$ cat config.mk
export PLATFORM = sky130hd
export DESIGN_NAME = vectored_interrupt_control_flat
export DESIGN_NICKNAME = d
export VERILOG_FILES = /design/src/design/irq_ctl_pkg.sv /design/src/design/irq_ack_if.sv /design/src/design/vectored_interrupt_control.sv /design/src/flat_wrapper.sv
export SDC_FILE = /design/constraint.sdc
export NUM_CORES = 1
export LEC_CHECK = 0
export ABC_AREA = 1
export BUFFER_PORTS_ARGS = -buffer_cell sky130_fd_sc_hd__buf_4
export CORE_AREA = 2 2 39 41
export CTS_CLUSTER_SIZE = 24
export DETAILED_ROUTE_END_ITERATION = 16
export DIE_AREA = 0 0 41 43
export PLACE_DENSITY = 0.71
export SLEW_MARGIN = 20
export SYNTH_ARGS = -nofsm -noshare
export SYNTH_HDL_FRONTEND = slang
export SYNTH_SLANG_ARGS = --single-unit
$ cat constraint.sdc
create_clock -name clock -period 1.49 [get_ports clock]
set_clock_uncertainty 0.15 [all_clocks]
set_input_delay 0.149 -clock clock [delete_from_list [all_inputs] [get_ports clock]]
set_output_delay 0.149 -clock clock [all_outputs]
set_load 0.01 [all_outputs]
$ cat src/design/irq_ctl_pkg.sv
// Shared constants for the interrupt control block and its processor end.
// Assumes both ends run on one 250 MHz clock with synchronous inputs.
package irq_ctl_pkg;
   localparam int unsigned NUM_LEVELS     = 7;
   localparam int unsigned LEVEL_W        = 3;
   localparam logic [2:0]  LVL_NONE       = 3'h0;
   localparam logic [2:0]  LVL_PARALLEL   = 3'h1;
   localparam logic [2:0]  LVL_BUS_A      = 3'h2;
   localparam logic [2:0]  LVL_FLOPPY     = 3'h3;
   localparam logic [2:0]  LVL_BUS_B      = 3'h4;
   localparam logic [2:0]  LVL_SERIAL     = 3'h5;
   localparam logic [2:0]  LVL_TIMER      = 3'h6;
   localparam logic [2:0]  LVL_NMI        = 3'h7;
   // Bit i of the request vector is level i+1
   localparam int unsigned REQ_NMI_BIT    = 6;
   localparam logic [6:0]  REQ_IDLE_N     = 7'h7F;
   localparam int unsigned VECTOR_W       = 8;
   localparam int unsigned AUTOVEC_BASE   = 24;
   localparam int unsigned VEC_ADDR_SCALE = 4;
   localparam logic [7:0]  VECTOR_RESET   = 8'h00;
endpackage

$ cat src/design/irq_ack_if.sv
// Interface joining the interrupt controller and the processor end.
// Assumes a single clock supplied by the bench.
`timescale 1ns/10ps
interface irq_ack_if;
   import irq_ctl_pkg::*;
   logic [2:0] cpu_priority_n;
   logic       ack_cycle_decode_n;
   logic [2:0] ack_level;
   logic       autovector_resp_n;
   logic       cpu_xfer_ack_n;
   logic       requester_ack;
   logic       requester_dir_n;
   modport ctrl
   (
      output cpu_priority_n,
      input  ack_cycle_decode_n,
      input  ack_level,
      output autovector_resp_n,
      output cpu_xfer_ack_n,
      output requester_ack,
      output requester_dir_n
   );
   modport cpu
   (
      input  cpu_priority_n,
      output ack_cycle_decode_n,
      output ack_level,
      input  autovector_resp_n,
      input  cpu_xfer_ack_n,
      input  requester_ack,
      input  requester_dir_n
   );
endinterface

$ cat src/design/vectored_interrupt_control.sv
// Interrupt controller: encodes seven level requests and answers acks.
// Assumes the processor end holds level and decode stable per cycle.
//
// Overview of operation
// RULE1 - Levels map to parallel, bus, floppy, bus, serial, timer, NMI
// RULE2 - Seven active-low requests feed priority encoder
// RULE3 - Processor acks only above its mask; level 7 is acked at any mask
// RULE4 - Processor puts acked level on address
// RULE5 - Levels 1,3,5,6,7 always autovector
// RULE6 - Levels 2,4 autovector only on bus request
// RULE7 - Autovector forms vector; times four addresses
// RULE8 - Bus-vectored levels get vector from peripheral
// RULE9 - Autovector only during acknowledge function decode
// RULE10 - Separate ack strobes for levels 3,5,7
// RULE11 - Level 5/7 acks form transfer ack pair
// RULE12 - Ack decoder enabled only during decode
// RULE13 - Power-on reset raises level 7 request
// RULE14 - Power-fail warning raises level 7 request
// RULE15 - Parity error latches level 7 request
// RULE16 - Highest active level wins; none negates
`timescale 1ns/10ps
module vectored_interrupt_control
   import irq_ctl_pkg::*;
(
   // Clock and reset
   input  wire logic       clock,
   input  wire logic       rst,
   input  wire logic       clk_en,
   // Level request inputs, active low
   input  wire logic       parallel_irq_n,
   input  wire logic       bus_irq2_n,
   input  wire logic       floppy_irq_n,
   input  wire logic       bus_irq4_n,
   input  wire logic       serial_irq_n,
   input  wire logic       timer_irq_n,
   // Level 7 sources
   input  wire logic       power_fail_warn,
   input  wire logic       parity_irq_n,
   // I/O bus vectoring request
   input  wire logic       bus_autovec_req_n,
   // Processor side
   irq_ack_if.ctrl         cpu,
   // Acknowledge strobes
   output logic            ack_lvl3_n,
   output logic            ack_lvl5_n,
   output logic            ack_lvl7_n
);

////////////////////////////////////////////////////////////////////////////
   typedef struct packed {
      logic       por_pend;
      logic       parity_pend;
      logic [2:0] prio_n;
      logic       avec_n;
      logic       ack3_n;
      logic       ack5_n;
      logic       ack7_n;
      logic       req_ack;
   } state_s;

   state_s     st_reg;
   state_s     st_next;
   logic [6:0] req_n;
   logic [2:0] top_lvl;
   logic       in_ack;
   logic       lvl3_hit;
   logic       lvl5_hit;
   logic       lvl7_hit;

   // RULE12 decoder gated by decode
   assign in_ack = !cpu.ack_cycle_decode_n;

   // RULE10 one decoder output per strobed level (3, 5, 7)
   // Shared by strobes, pending clears and the requester pair,
   // so all of them agree on which level was acknowledged
   ack_level_match #(.MATCH_LVL(LVL_FLOPPY)) lvl3_match_inst
   (
      .in_ack (in_ack),
      .level  (cpu.ack_level),
      .hit    (lvl3_hit)
   );
   ack_level_match #(.MATCH_LVL(LVL_SERIAL)) lvl5_match_inst
   (
      .in_ack (in_ack),
      .level  (cpu.ack_level),
      .hit    (lvl5_hit)
   );
   ack_level_match #(.MATCH_LVL(LVL_NMI)) lvl7_match_inst
   (
      .in_ack (in_ack),
      .level  (cpu.ack_level),
      .hit    (lvl7_hit)
   );

////////////////////////////////////////////////////////////////////////////
   always_comb
   begin
      st_next = st_reg;
      // RULE1 source to level map
      req_n   = {1'b1, timer_irq_n, serial_irq_n, bus_irq4_n,
                 floppy_irq_n, bus_irq2_n, parallel_irq_n};
      // RULE14 power fail on NMI
      // RULE13 power-on pending on NMI
      // RULE15 parity latch on NMI
      req_n[REQ_NMI_BIT] = !(power_fail_warn || st_reg.por_pend ||
                             st_reg.parity_pend);
      // RULE2 priority encoder
      // RULE16 highest level wins
      top_lvl = LVL_NONE;
      for (int i = 0; i < NUM_LEVELS; i++)
      begin
         if (!req_n[i])
         begin
            top_lvl = LEVEL_W'(i + 1);
         end
      end
      st_next.prio_n = ~top_lvl;
      // RULE15 latch until level 7 ack; a new error wins
      if (!parity_irq_n)
      begin
         st_next.parity_pend = 1'b1;
      end
      else if (lvl7_hit)
      begin
         st_next.parity_pend = 1'b0;
      end
      // RULE13 cleared by first level 7 ack
      if (lvl7_hit)
      begin
         st_next.por_pend = 1'b0;
      end
      // RULE9 selector gated by decode
      st_next.avec_n = 1'b1;
      if (in_ack)
      begin
         unique case (cpu.ack_level)
            // RULE6 bus levels conditional
            LVL_BUS_A, LVL_BUS_B:
            begin
               st_next.avec_n = bus_autovec_req_n;
            end
            // RULE5 always autovectored
            LVL_PARALLEL, LVL_FLOPPY, LVL_SERIAL, LVL_TIMER, LVL_NMI:
            begin
               st_next.avec_n = 1'b0;
            end
            // Level zero is never acknowledged
            default:
            begin
               st_next.avec_n = 1'b1;
            end
         endcase
      end
      // RULE10 level strobes
      st_next.ack3_n  = !lvl3_hit;
      st_next.ack5_n  = !lvl5_hit;
      st_next.ack7_n  = !lvl7_hit;
      // RULE11 requester ack pair
      st_next.req_ack = lvl5_hit || lvl7_hit;
   end

////////////////////////////////////////////////////////////////////////////
   always_ff @(posedge clock or posedge rst)
   begin
      if (rst)
      begin
         // RULE13 reset raises NMI
         st_reg <= '{por_pend:    1'b1,
                     parity_pend: 1'b0,
                     prio_n:      ~LVL_NONE,
                     avec_n:      1'b1,
                     ack3_n:      1'b1,
                     ack5_n:      1'b1,
                     ack7_n:      1'b1,
                     req_ack:     1'b0};
      end
      else if (clk_en)
      begin
         st_reg <= st_next;
      end
   end

////////////////////////////////////////////////////////////////////////////
   assign cpu.cpu_priority_n    = st_reg.prio_n;
   assign cpu.autovector_resp_n = st_reg.avec_n;
   // RULE11 true sense gives transfer ack
   assign cpu.requester_ack     = st_reg.req_ack;
   assign cpu.cpu_xfer_ack_n    = !st_reg.req_ack;
   assign cpu.requester_dir_n   = !st_reg.req_ack;
   assign ack_lvl3_n            = st_reg.ack3_n;
   assign ack_lvl5_n            = st_reg.ack5_n;
   assign ack_lvl7_n            = st_reg.ack7_n;
endmodule

////////////////////////////////////////////////////////////////////////////
// One acknowledge decoder output, one instance for each of the three level strobes
module ack_level_match
   import irq_ctl_pkg::*;
#(
   parameter logic [2:0] MATCH_LVL = LVL_NMI
)
(
   // Decode inputs
   input  wire logic       in_ack,
   input  wire logic [2:0] level,
   // Match output
   output logic            hit
);
   // Plain gate: the controller registers it in its own state
   assign hit = in_ack && level == MATCH_LVL;
endmodule

$ cat src/flat_wrapper.sv
// flat-port wrapper written by rule: the top's interface ports become plain ports
module vectored_interrupt_control_flat import irq_ctl_pkg::*;
  (clock, rst, clk_en, parallel_irq_n, bus_irq2_n, floppy_irq_n, bus_irq4_n, serial_irq_n, timer_irq_n, power_fail_warn, parity_irq_n, bus_autovec_req_n, ack_lvl3_n, ack_lvl5_n, ack_lvl7_n, cpu_cpu_priority_n, cpu_ack_cycle_decode_n, cpu_ack_level, cpu_autovector_resp_n, cpu_cpu_xfer_ack_n, cpu_requester_ack, cpu_requester_dir_n);
  irq_ack_if cpu_i ();
  input  wire logic clock;
  input  wire logic rst;
  input  wire logic clk_en;
  input  wire logic parallel_irq_n;
  input  wire logic bus_irq2_n;
  input  wire logic floppy_irq_n;
  input  wire logic bus_irq4_n;
  input  wire logic serial_irq_n;
  input  wire logic timer_irq_n;
  input  wire logic power_fail_warn;
  input  wire logic parity_irq_n;
  input  wire logic bus_autovec_req_n;
  output logic ack_lvl3_n;
  output logic ack_lvl5_n;
  output logic ack_lvl7_n;
  output wire logic [$bits(cpu_i.cpu_priority_n)-1:0] cpu_cpu_priority_n;
  input wire logic [$bits(cpu_i.ack_cycle_decode_n)-1:0] cpu_ack_cycle_decode_n;
  input wire logic [$bits(cpu_i.ack_level)-1:0] cpu_ack_level;
  output wire logic [$bits(cpu_i.autovector_resp_n)-1:0] cpu_autovector_resp_n;
  output wire logic [$bits(cpu_i.cpu_xfer_ack_n)-1:0] cpu_cpu_xfer_ack_n;
  output wire logic [$bits(cpu_i.requester_ack)-1:0] cpu_requester_ack;
  output wire logic [$bits(cpu_i.requester_dir_n)-1:0] cpu_requester_dir_n;
  assign cpu_cpu_priority_n = cpu_i.cpu_priority_n;
  assign cpu_i.ack_cycle_decode_n = cpu_ack_cycle_decode_n;
  assign cpu_i.ack_level = cpu_ack_level;
  assign cpu_autovector_resp_n = cpu_i.autovector_resp_n;
  assign cpu_cpu_xfer_ack_n = cpu_i.cpu_xfer_ack_n;
  assign cpu_requester_ack = cpu_i.requester_ack;
  assign cpu_requester_dir_n = cpu_i.requester_dir_n;
  vectored_interrupt_control u_core (.clock(clock), .rst(rst), .clk_en(clk_en), .parallel_irq_n(parallel_irq_n), .bus_irq2_n(bus_irq2_n), .floppy_irq_n(floppy_irq_n), .bus_irq4_n(bus_irq4_n), .serial_irq_n(serial_irq_n), .timer_irq_n(timer_irq_n), .power_fail_warn(power_fail_warn), .parity_irq_n(parity_irq_n), .bus_autovec_req_n(bus_autovec_req_n), .cpu(cpu_i), .ack_lvl3_n(ack_lvl3_n), .ack_lvl5_n(ack_lvl5_n), .ack_lvl7_n(ack_lvl7_n));
endmodule
# Yosys cells after proc, flatten, opt, wreduce, memory -nomap -nowiden
# Cells that the tools add are included.
[word_totals]
word_cells = 43
out_inout_bits = 10
register_bits = 10
input_bits = 16
[op_classes]
n_bitwise = 1
n_mux = 11
n_reduce_logical = 15
eq_ne = 8
[op_table]
columns = ["cell", "n"]
rows = [
  ["$mux 3", 6],
  ["$eq 3x3->1 const B", 4],
  ["$eq 3x2->1 const B", 2],
  ["$logic_not 1->1", 5],
  ["$reduce_or 5->1", 1],
  ["$mux 1", 4],
  ["$reduce_and 2->1", 2],
  ["$eq 3x1->1 const B", 1],
  ["$logic_and 1x1->1", 3],
  ["$logic_or 1x1->1", 3],
  ["$not 3->3", 1],
  ["$ne 2x1->1 const B", 1],
  ["$pmux 1 s2", 1],
  ["$reduce_or 2->1", 1],
]

# Logic depth before layout (Yosys ltp)
# Gate-level depths: netlist (run 1).
[depth]
depth_word = 8
depth_mapped = 8
ltp_nobuf = 8

# Cells and area by module
# Synthesis (run 1) repeated with hierarchy kept, for this count alone.
[hier_totals]
cells_unflattened = 67
area_unflattened_um2 = 550.5
[modules_own_cells]
columns = ["mod", "seq_area_each_um2", "n_inst", "area_per_inst_um2", "cells_each"]
rows = [
  ["vectored_interrupt_control", 260.2, 1, 504.2, 56],
  ["ack_level_match (u_core.lvl3_match_inst ...)", 0.0, 2, 17.5, 4],
  ["ack_level_match (u_core.lvl7_match_inst)", 0.0, 1, 11.3, 3],
]

# Worst setup path before layout (run 1)
# No wires, ideal clock.
[synth_path]
path_type = "register to register"
start = "reg u_core.st_reg[9] in the netlist's numbering"
end = "reg u_core.st_reg, in the netlist u_core.cpu.cpu_priority_n[1]"
period_less_slack_ps = 996
n_path_buf = 0
arrival_time_ps = 777
setup_ps = 69
setup_slack_ps = 494
path_stages_with_launch = 6
path_cell_list = "dfstp_2 inv_1 nand2_4 nor3_4 nand2_2 o21ai_2"
[synth_between]
elab_chain_cells = 4
[synth_rtl]
columns = ["item", "line", "text"]
rows = [
  ["from (decl)", "vectored_interrupt_control.sv:61", "state_s st_reg;"],
  ["from (signal assigned)", "vectored_interrupt_control.sv:168", "st_reg <= '{por_pend: 1'b1,"],
  ["from (signal assigned)", "vectored_interrupt_control.sv:179", "st_reg <= st_next;"],
  ["$logic_or 1x1->1 (2 in a row)", "vectored_interrupt_control.sv:105", "req_n[REQ_NMI_BIT] = !(power_fail_warn || st_reg.por_pend ||"],
  ["$mux 3", "vectored_interrupt_control.sv:112", "if (!req_n[i])"],
  ["$not 3->3", "vectored_interrupt_control.sv:117", "st_next.prio_n = ~top_lvl;"],
]
# Every way passes these cells.
# A chain may end at the register's enable or synchronous reset.

# Worst setup path in the final report (run 1)
[layout_path]
start = "reg u_core.st_reg, in the netlist u_core.cpu.cpu_priority_n[2]"
end = "out cpu_cpu_priority_n[2]"
[layout_rtl]
columns = ["item", "line", "text"]
rows = [
  ["to (decl)", "flat_wrapper.sv:20", "output wire logic [$bits(cpu_i.cpu_priority_n)-1:0] cpu_cpu_priority_n;"],
]
# No word-level cell between the ends.

==> metrics.cfg, run 1 <==
[status]
outcome=completed

[timing]
fmax_mhz=824
slew_headroom=0.750
finalHoldViolCount=0
final.setup.worst_slack_ns=0.276
finalSetupTns_ns=0
period_minus_slack_ns=1.21
worst_pin_slew_ns=0.374
slew_viol_final=0
period_share=0.815
rsz0062_at_grt=no
setup_viol=0

[global_route]
gr-total-overflow=0
grt_pass1_vias=412
grt_pass1_wl_um=1710
grt_use_total=0.155
grt_max_degree=11
antenna_found_initial=0

[setup_path]
crit_required_ns=1.19
r2r_slack_ns=0.44
path_delay_family=flip-flops
worstReg2RegEnd=u_core.cpu.cpu_priority_n[2]
cp_num_buf_inv=1
worst_ep_arrival_time_ns=0.92
crit_type=register to output pin
reg2reg_depth=5
critPathCaptureType=output pin
r2r-start=u_core.st_reg[9]
setup.worst_path.end=cpu_cpu_priority_n[2]
cp_cell_sequence=buf_4
max_stage_delay_ns=0.54
crit_path_start=u_core.cpu.cpu_priority_n[2]
critPathSlowestCell=dfstp_2
cp_num_cells=1
start_kind=register
critPathMaxFanout=2

[clock_network]
clk_latency_ns=0.26
post_cts_buffers=0
cts_tree=done
clkSlewWorstSetupHoldPaths_ns=0.07
clock_path_buffers=2
cts_hold_buffers=8
ctsRootBufferMaster=clkbuf_4
cts_resized=0
cts.sinks=10
htreeDepth=1
cts_buffers=3

[drt]
wl_per_cell_um=10.8
wirelength_um=1160
vias=489
viasPerCell=4.57
drc=0
initialDrtViolationCount=1
first_pass_iters=3
postRouteAntennaNets=0

[placed_design]
dp.cells=95
place_ws_ns=0.441
dp_hpwl_um=871
gp_congestion=0.679
io_buffers=25

[floorplan]
die_h_um=43
die-area_um2=1760
rows=14
start_util=0.386
io_pins=26
die_w_um=41
core_region_area_um2=1380

[power_and_ir_drop]
power.internal_w=0.000514
ir_worst_vdd_mv=0.679
p_switching_w=0.000160
swShare=0.237
pwr-share-comb=0.194
p_clk_frac=0.354
p_per_area_nw_per_um2=825
leakage_nw=0.403
p_seq_frac=0.451

[layout]
finalNonFillerCells=107
drive_above_1_share=0.495
num-fill-cells=138
area_growth_pct=52.9
diodes=0
nets=108
largest_register_ff_count=3

[yosys]
yosysWarnings=0
netlist_instances=59
ys_seq_area_frac=0.487
synth_nets=75
synth_area_um2=534
synthDistinctLibCells=19
ys_seq_elements=10
avgSynthCellArea_um2=9.06

[run]
max_cap_violations=0

[worst_hold_path]
hold_path.class=input port to register

## power by group through the flow
stage	Clock, W	Sequential (W)	Combinational [W]
finish	0.000239	0.000304	0.000131
global route	0.000253	0.000305	0.000146
CTS	0.000246	0.000304	0.000133
detailed placement	0	0.000309	0.000115
global placement	0	0.000307	0.000114
floorplan	0	0.000311	0.0000557
## metrics by stage
stage	util	cell area (µm²)	hold WS [ns]	total power, W
after floorplan	-	534	-0.167	0.000367
after global placement	0.506	701	-0.000171	0.000421
after detailed placement	0.506	701	0.00451	0.000424
after CTS	0.590	817	0.00853	0.000682
after global routing	0.590	817	0.0251	0.000704
final	0.590	817	0.00613	0.000674
## cell usage in the layout, fill, tap and decap left out
cell type / netlist / final
buf_4: 4 / 25
nand2_1: 12 / 12
nor2_1: 8 / 8
dlygate4sd3_1: 0 / 8
dfstp_2: 8 / 8
inv_1: 7 / 7
clkbuf_4: 0 / 3
o22ai_1: 2 / 2
nor3_4: 2 / 2
a21oi_1: 2 / 2
o21ai_2: 2 / 2
o21ai_0: 2 / 2
dfrtp_1: 2 / 2
nand3b_2: 1 / 1
nand2_4: 1 / 1
inv_2: 1 / 1
nand2_2: 1 / 1
nand3_1: 1 / 1
a31oi_1: 1 / 1
nor3_1: 1 / 1
clkbuf_8: 0 / 1
## kinds of logic after synthesis
group,count (synthesis),share of synthesized area
AND/OR/NAND/NOR,27,0.274
flip-flops,10,0.487
AO/OA/AOI/OAI,9,0.105
buffers and inverters,13,0.133
## synthesized netlist by cell type
library cell   n  area share
o22ai_1        2       0.023
nand3b_2       1       0.021
dfrtp_1        2       0.094
nor3_4         2       0.061
buf_6          1       0.021
o21ai_0        2       0.019
nand2_4        1       0.021
inv_1          7       0.049
dfstp_2        8        0.39
a21oi_1        2       0.019
nand2_1       12       0.084
o21ai_2        2       0.033
nor2_1         8       0.056
nand2_2        1       0.012
nand3_1        1      0.0094
a31oi_1        1       0.012
inv_2          1      0.0070
buf_4          4       0.056
nor3_1         1      0.0094
## worst min-delay path by stage
stage	depth (start not counted)	slack [ns]	endpoint	startpoint
floorplan	1	-0.17	u_core.cpu.requester_ack	rst
global placement	2	-0.0002	u_core.cpu.requester_ack	rst
detailed placement	2	0.005	u_core.cpu.requester_ack	rst
CTS	3	0.009	u_core.ack_lvl7_n	cpu_ack_cycle_decode_n
global route	3	0.03	u_core.ack_lvl7_n	cpu_ack_cycle_decode_n
finish	3	0.006	u_core.ack_lvl7_n	cpu_ack_cycle_decode_n
## area by class of cell
cell class                      count  area, µm²  area share
Clock buffer                        4       36.3      0.0444
Inverter                            8       30.0      0.0368
Multi-Input combinational cell     36        203       0.248
Sequential cell                    10        260       0.319
Tap cell                           16       20.0      0.0245
Timing Repair Buffer               33        268       0.328
## metal layers
metal | GRT usage | part of all wire | routed length [µm] | vias to the layer above
met5 | 0 | 0 | 0 | -
met4 | 0.140 | 0.037 | 43 | 0
met3 | 0.0314 | 0.065 | 75 | 4
met2 | 0.238 | 0.49 | 567 | 18
met1 | 0.166 | 0.41 | 470 | 219
li1 | - | - | - | 248
## worst min-delay path, cell delays in order
cell    delay, ns
buf_4        0.11
nor3_4       0.05
nor2_1       0.07
Power figures use the tool's default switching activity.
==> run 2, diff against run 1 <==
==> constraint.sdc (replaced) <==
create_clock -name clock -period 1.2 [get_ports clock]
set_clock_uncertainty 0.15 [all_clocks]
set_input_delay 0.12 -clock clock [delete_from_list [all_inputs] [get_ports clock]]
set_output_delay 0.12 -clock clock [all_outputs]
set_load 0.01 [all_outputs]
==> metrics.cfg, run 2 (same netlist as run 1, synthesis figures left out) <==
[status]
outcome=finished, violations left
violations=hold timing

[power_and_ir_drop]
leakage_nw=0.446  ; +11%
p_per_area_nw_per_um2=973  ; +18%
ir_worst_vdd_mv=0.816  ; +20%

[clock_network]
clock_path_buffers=2  ; unchanged
ctsRootBufferMaster=clkbuf_4
clkSlewWorstSetupHoldPaths_ns=0.07  ; about the same
cts.sinks=10  ; unchanged
cts_buffers=3  ; unchanged
cts_tree=done
htreeDepth=1  ; unchanged
clk_latency_ns=0.26  ; about the same

[setup_path]
critPathCaptureType=output pin
cp_num_cells=1  ; unchanged
critPathSlowestCell=dfstp_2
cp_num_buf_inv=1  ; unchanged
crit_type=register to output pin
critPathMaxFanout=2  ; unchanged
max_stage_delay_ns=0.55  ; about the same
worst_ep_arrival_time_ns=0.91  ; about the same
reg2reg_depth=5  ; unchanged
path_delay_family=flip-flops
crit_required_ns=0.93  ; -0.26 ns
start_kind=register
cp_cell_sequence=buf_6

[layout]
layout_common_cells=buf_4, nand2_1, nor2_1, dlygate4sd3_1, dfstp_2
drive_above_1_share=0.489  ; -0.00514
diodes=0  ; unchanged
final_common_cell=buf_4
area_growth_pct=63.7
finish.utilization=0.632  ; +0.0416
largest_register_ff_count=3  ; unchanged
nets=111  ; +2.8%

[drt]
viasPerCell=4.74  ; +3.6%
wl_per_cell_um=11.3  ; +4.4%
initialDrtViolationCount=6  ; +5
drc=0  ; unchanged
postRouteAntennaNets=0  ; unchanged
first_pass_iters=4  ; +1
vias=521  ; +6.5%
wirelength_um=1240  ; +7.4%

[global_route]
gr-total-overflow=0  ; unchanged
grt_pass1_vias=439  ; +6.6%
grt_max_degree=11  ; unchanged
antenna_found_initial=0  ; unchanged
grt_pass1_wl_um=1790  ; +4.4%
grt_use_total=0.162  ; +0.00731

[timing]
final.setup.worst_slack_ns=0.0228  ; -0.253 ns
period_minus_slack_ns=1.18
holdWs_ns=-0.0240  ; -0.0301 ns
slew_viol_final=0  ; unchanged
slew_headroom=0.752  ; +0.00148
rsz0062_at_grt=yes
finalHoldViolCount=2  ; +2
worst_pin_slew_ns=0.372  ; -0.00221 ns
setup_viol=0  ; unchanged
fmax_mhz=849
period_share=0.981

[floorplan]
die_w_um=41  ; unchanged
start_util=0.386  ; unchanged
core_region_area_um2=1380  ; unchanged
die-area_um2=1760  ; unchanged
rows=14  ; unchanged
die_h_um=43  ; unchanged
io_pins=26  ; unchanged

[worst_hold_path]
holdPathStages=3  ; unchanged
hold_path.class=input port to register

[run]
max_cap_violations=0  ; unchanged

[placed_design]
dp_hpwl_um=871  ; unchanged
place_ws_ns=0.151  ; -0.290 ns
gp_congestion=0.679  ; unchanged
io_buffers=25  ; unchanged

## run 2: metrics by stage
stage	area [µm²]	hold slack [ns]	total power (W)	TNS [ns]	instances
floorplan	534	-0.196	0.000455	0	59
global placement	701	-0.0292	0.000523	0	95
detailed placement	701	-0.0245	0.000526	0	95
CTS	857	0.00246	0.000857	0	111
global route	875	0.000141	0.000890	-0.00189	110
finish	875	-0.0240	0.000851	0	110
## run 2: worst paths after layout
path	start	endpoint	slack [ns]
worst max-delay path	u_core.cpu.cpu_priority_n[2]	cpu_cpu_priority_n[2]	0.02
worst min-delay path	cpu_ack_cycle_decode_n	u_core.ack_lvl7_n	-0.02
worst max register to register	u_core.st_reg[9]	u_core.cpu.cpu_priority_n[2]	0.14
worst min register to register	u_core.cpu.cpu_priority_n[0]	u_core.cpu.cpu_priority_n[0]	0.33
max in group asynchronous	rst	u_core.cpu.cpu_priority_n[0]	0.35
min in group asynchronous	rst	u_core.st_reg[8]	0.24
## run 2: per-layer routing
metal,up-vias,GRT usage,share of wire
li1,257,-,-
met1,240,0.173,0.38
met2,20,0.253,0.52
met3,4,0.0314,0.060
met4,0,0.140,0.035
met5,-,0,0
## run 2: area by class of cell
cell class	count	area (µm²)
Clock buffer	4	36.3
Fill cell	128	509
Tap cell	16	20.0
Timing Repair Buffer	36	313
Inverter	8	30.0
Multi-Input combinational cell	36	215
Sequential cell	10	260
## run 2: power by group
group / internal (W) / switching [W]
logic: 0.0000968 / 0.0000813
registers: 0.000368 / 0.00000986
clock network: 0.000184 / 0.000111
total: 0.000649 / 0.000202
## run 2: repair_timing
item,4_1_cts,5_1_grt
setup endpoints to repair,0,4
gates resized for setup,0,7
buffers inserted,0,1
hold buffers,12,0
hold endpoints to repair,19,0
==> run 3, diff against run 2 <==
--- a/config.mk
+++ b/config.mk
@@ -11,7 +11,7 @@
 export CTS_CLUSTER_SIZE = 24
 export DETAILED_ROUTE_END_ITERATION = 16
 export DIE_AREA = 0 0 41 43
-export PLACE_DENSITY = 0.71
+export PLACE_DENSITY = 0.77
 export SLEW_MARGIN = 20
 export SYNTH_ARGS = -nofsm -noshare
 export SYNTH_HDL_FRONTEND = slang
==> metrics.cfg, run 3 (same netlist as run 1, synthesis figures left out) <==
[status]
outcome=completed

[clock_network]
post_cts_buffers=0  ; unchanged
cts_buffers=3  ; unchanged
clk_latency_ns=0.26  ; about the same
clock_path_buffers=2  ; unchanged
clkSlewWorstSetupHoldPaths_ns=0.06  ; about the same
ctsRootBufferMaster=clkbuf_4
cts_tree=done
htreeDepth=1  ; unchanged
cts.sinks=10  ; unchanged

[layout]
drive_above_1_share=0.468  ; -0.0213
area_growth_pct=58.8
layout_common_cells=buf_4, nand2_1, dlygate4sd3_1
diodes=0  ; unchanged
largest_register_ff_count=3  ; unchanged
nets=111  ; unchanged
final_common_cell=buf_4

[drt]
wirelength_um=1210  ; -2.5%
wl_per_cell_um=11.0  ; -2.5%
first_pass_iters=3  ; -1
drc=0  ; unchanged
viasPerCell=4.47  ; -5.6%
initialDrtViolationCount=9  ; +3
vias=492  ; -5.6%
postRouteAntennaNets=0  ; unchanged

[power_and_ir_drop]
power.internal_w=0.000591  ; -8.9%
leakage_nw=0.413  ; -7.4%
p_per_area_nw_per_um2=927  ; -4.7%
ir_worst_vdd_mv=0.525  ; -36%
p_clk_frac=0.299  ; -0.048
pwr-share-comb=0.220  ; +0.011
p_switching_w=0.000196  ; -3.0%
p_seq_frac=0.481  ; +0.037
swShare=0.249  ; +0.0116
total_power_w=0.000787  ; -7.5%

[timing]
slew_viol_final=0  ; unchanged
final.setup.worst_slack_ns=0.0251  ; +0.00240 ns
period_minus_slack_ns=1.17  ; -0.00240 ns
setup_viol=0  ; unchanged
worst_pin_slew_ns=0.384  ; +0.0121 ns
slew_headroom=0.744  ; -0.00811
fmax_mhz=851  ; +0.20%
rsz0062_at_grt=yes
period_share=0.979  ; -0.00200
finalHoldViolCount=0  ; -2

[setup_path]
crit_required_ns=0.93  ; about the same
cp_cell_sequence=buf_6
start_kind=register
path_delay_family=flip-flops
cp_num_buf_inv=1  ; unchanged
critPathMaxFanout=2  ; unchanged
crit_type=register to output pin
critPathSlowestCell=dfstp_2
worst_ep_arrival_time_ns=0.90  ; about the same
max_stage_delay_ns=0.55  ; about the same
critPathCaptureType=output pin

[placed_design]
place_ws_ns=0.143  ; -0.00803 ns
gp_congestion=0.697  ; +2.7%
dp_hpwl_um=873  ; +0.23%
io_buffers=25  ; unchanged

[global_route]
gr-total-overflow=0  ; unchanged
antenna_found_initial=0  ; unchanged
grt_pass1_wl_um=2060  ; +15%
grt_max_degree=11  ; unchanged
grt_pass1_vias=502  ; +14%
grt_use_total=0.175  ; +0.0124

[run]
max_cap_violations=0  ; unchanged

[floorplan]
core_region_area_um2=1380  ; unchanged
die_w_um=41  ; unchanged
rows=14  ; unchanged
io_pins=26  ; unchanged
die-area_um2=1760  ; unchanged
die_h_um=43  ; unchanged
start_util=0.386  ; unchanged

[worst_hold_path]
hold_path.class=input port to register

==> run 3: worst paths after layout <==
check	startpoint	end	slack (ns)	depth (start not counted)
max	u_core.cpu.cpu_priority_n[2]	cpu_cpu_priority_n[2]	0.03	1
min	clk_en	u_core.ack_lvl7_n	0.02	3
max reg2reg	u_core.st_reg[9]	u_core.cpu.cpu_priority_n[1]	0.14	5
min reg2reg	u_core.cpu.cpu_priority_n[0]	u_core.cpu.cpu_priority_n[0]	0.33	2
max in group asynchronous	rst	u_core.ack_lvl5_n	0.34	3
min in group asynchronous	rst	u_core.cpu.requester_ack	0.25	3
==> run 3: repair_timing <==
action,CTS,global route
hold endpoints to repair,19,0
gates resized for setup,0,3
endpoints found under the setup margin,0,3
hold buffers,11,0
==> run 3: power groups by stage <==
| stage | sequential [W] | combinational, W | clock, W |
|---|---|---|---|
| after global routing | 0.000380 | 0.000192 | 0.000270 |
| after global placement | 0.000381 | 0.000141 | 0 |
| after detailed placement | 0.000383 | 0.000145 | 0 |
| final | 0.000378 | 0.000173 | 0.000235 |
| after CTS | 0.000378 | 0.000174 | 0.000247 |
| after floorplan | 0.000386 | 0.0000691 | 0 |
==> run 3: layout make-up <==
| cell class | instances | area [µm²] |
|---|---|---|
| Tap cell | 16 | 20.0 |
| Timing Repair Buffer | 36 | 309 |
| Multi-Input combinational cell | 36 | 203 |
| Fill cell | 130 | 536 |
| Inverter | 8 | 30.0 |
| Sequential cell | 10 | 260 |
| Clock buffer | 4 | 26.3 |
==> run 3: metrics by stage <==
| stage | setup TNS [ns] | cells | utilization | hold slack (ns) | cell area (µm²) |
|---|---|---|---|---|---|
| global route | -0.0234 | 110 | 0.613 | 0.0192 | 848 |
| detailed placement | 0 | 95 | 0.506 | -0.0226 | 701 |
| floorplan | 0 | 59 | - | -0.196 | 534 |
| global placement | 0 | 95 | 0.506 | -0.0332 | 701 |
| finish | 0 | 110 | 0.613 | 0.0157 | 848 |
| CTS | 0 | 110 | 0.605 | 0.00781 | 837 |
==> run 3: routing by layer <==
metal	GRT usage	vias up	wire length [µm]
met5	0	-	0
met4	0.0800	0	8
met3	0.0314	2	85
met2	0.284	19	645
met1	0.212	219	470
li1	-	252	-
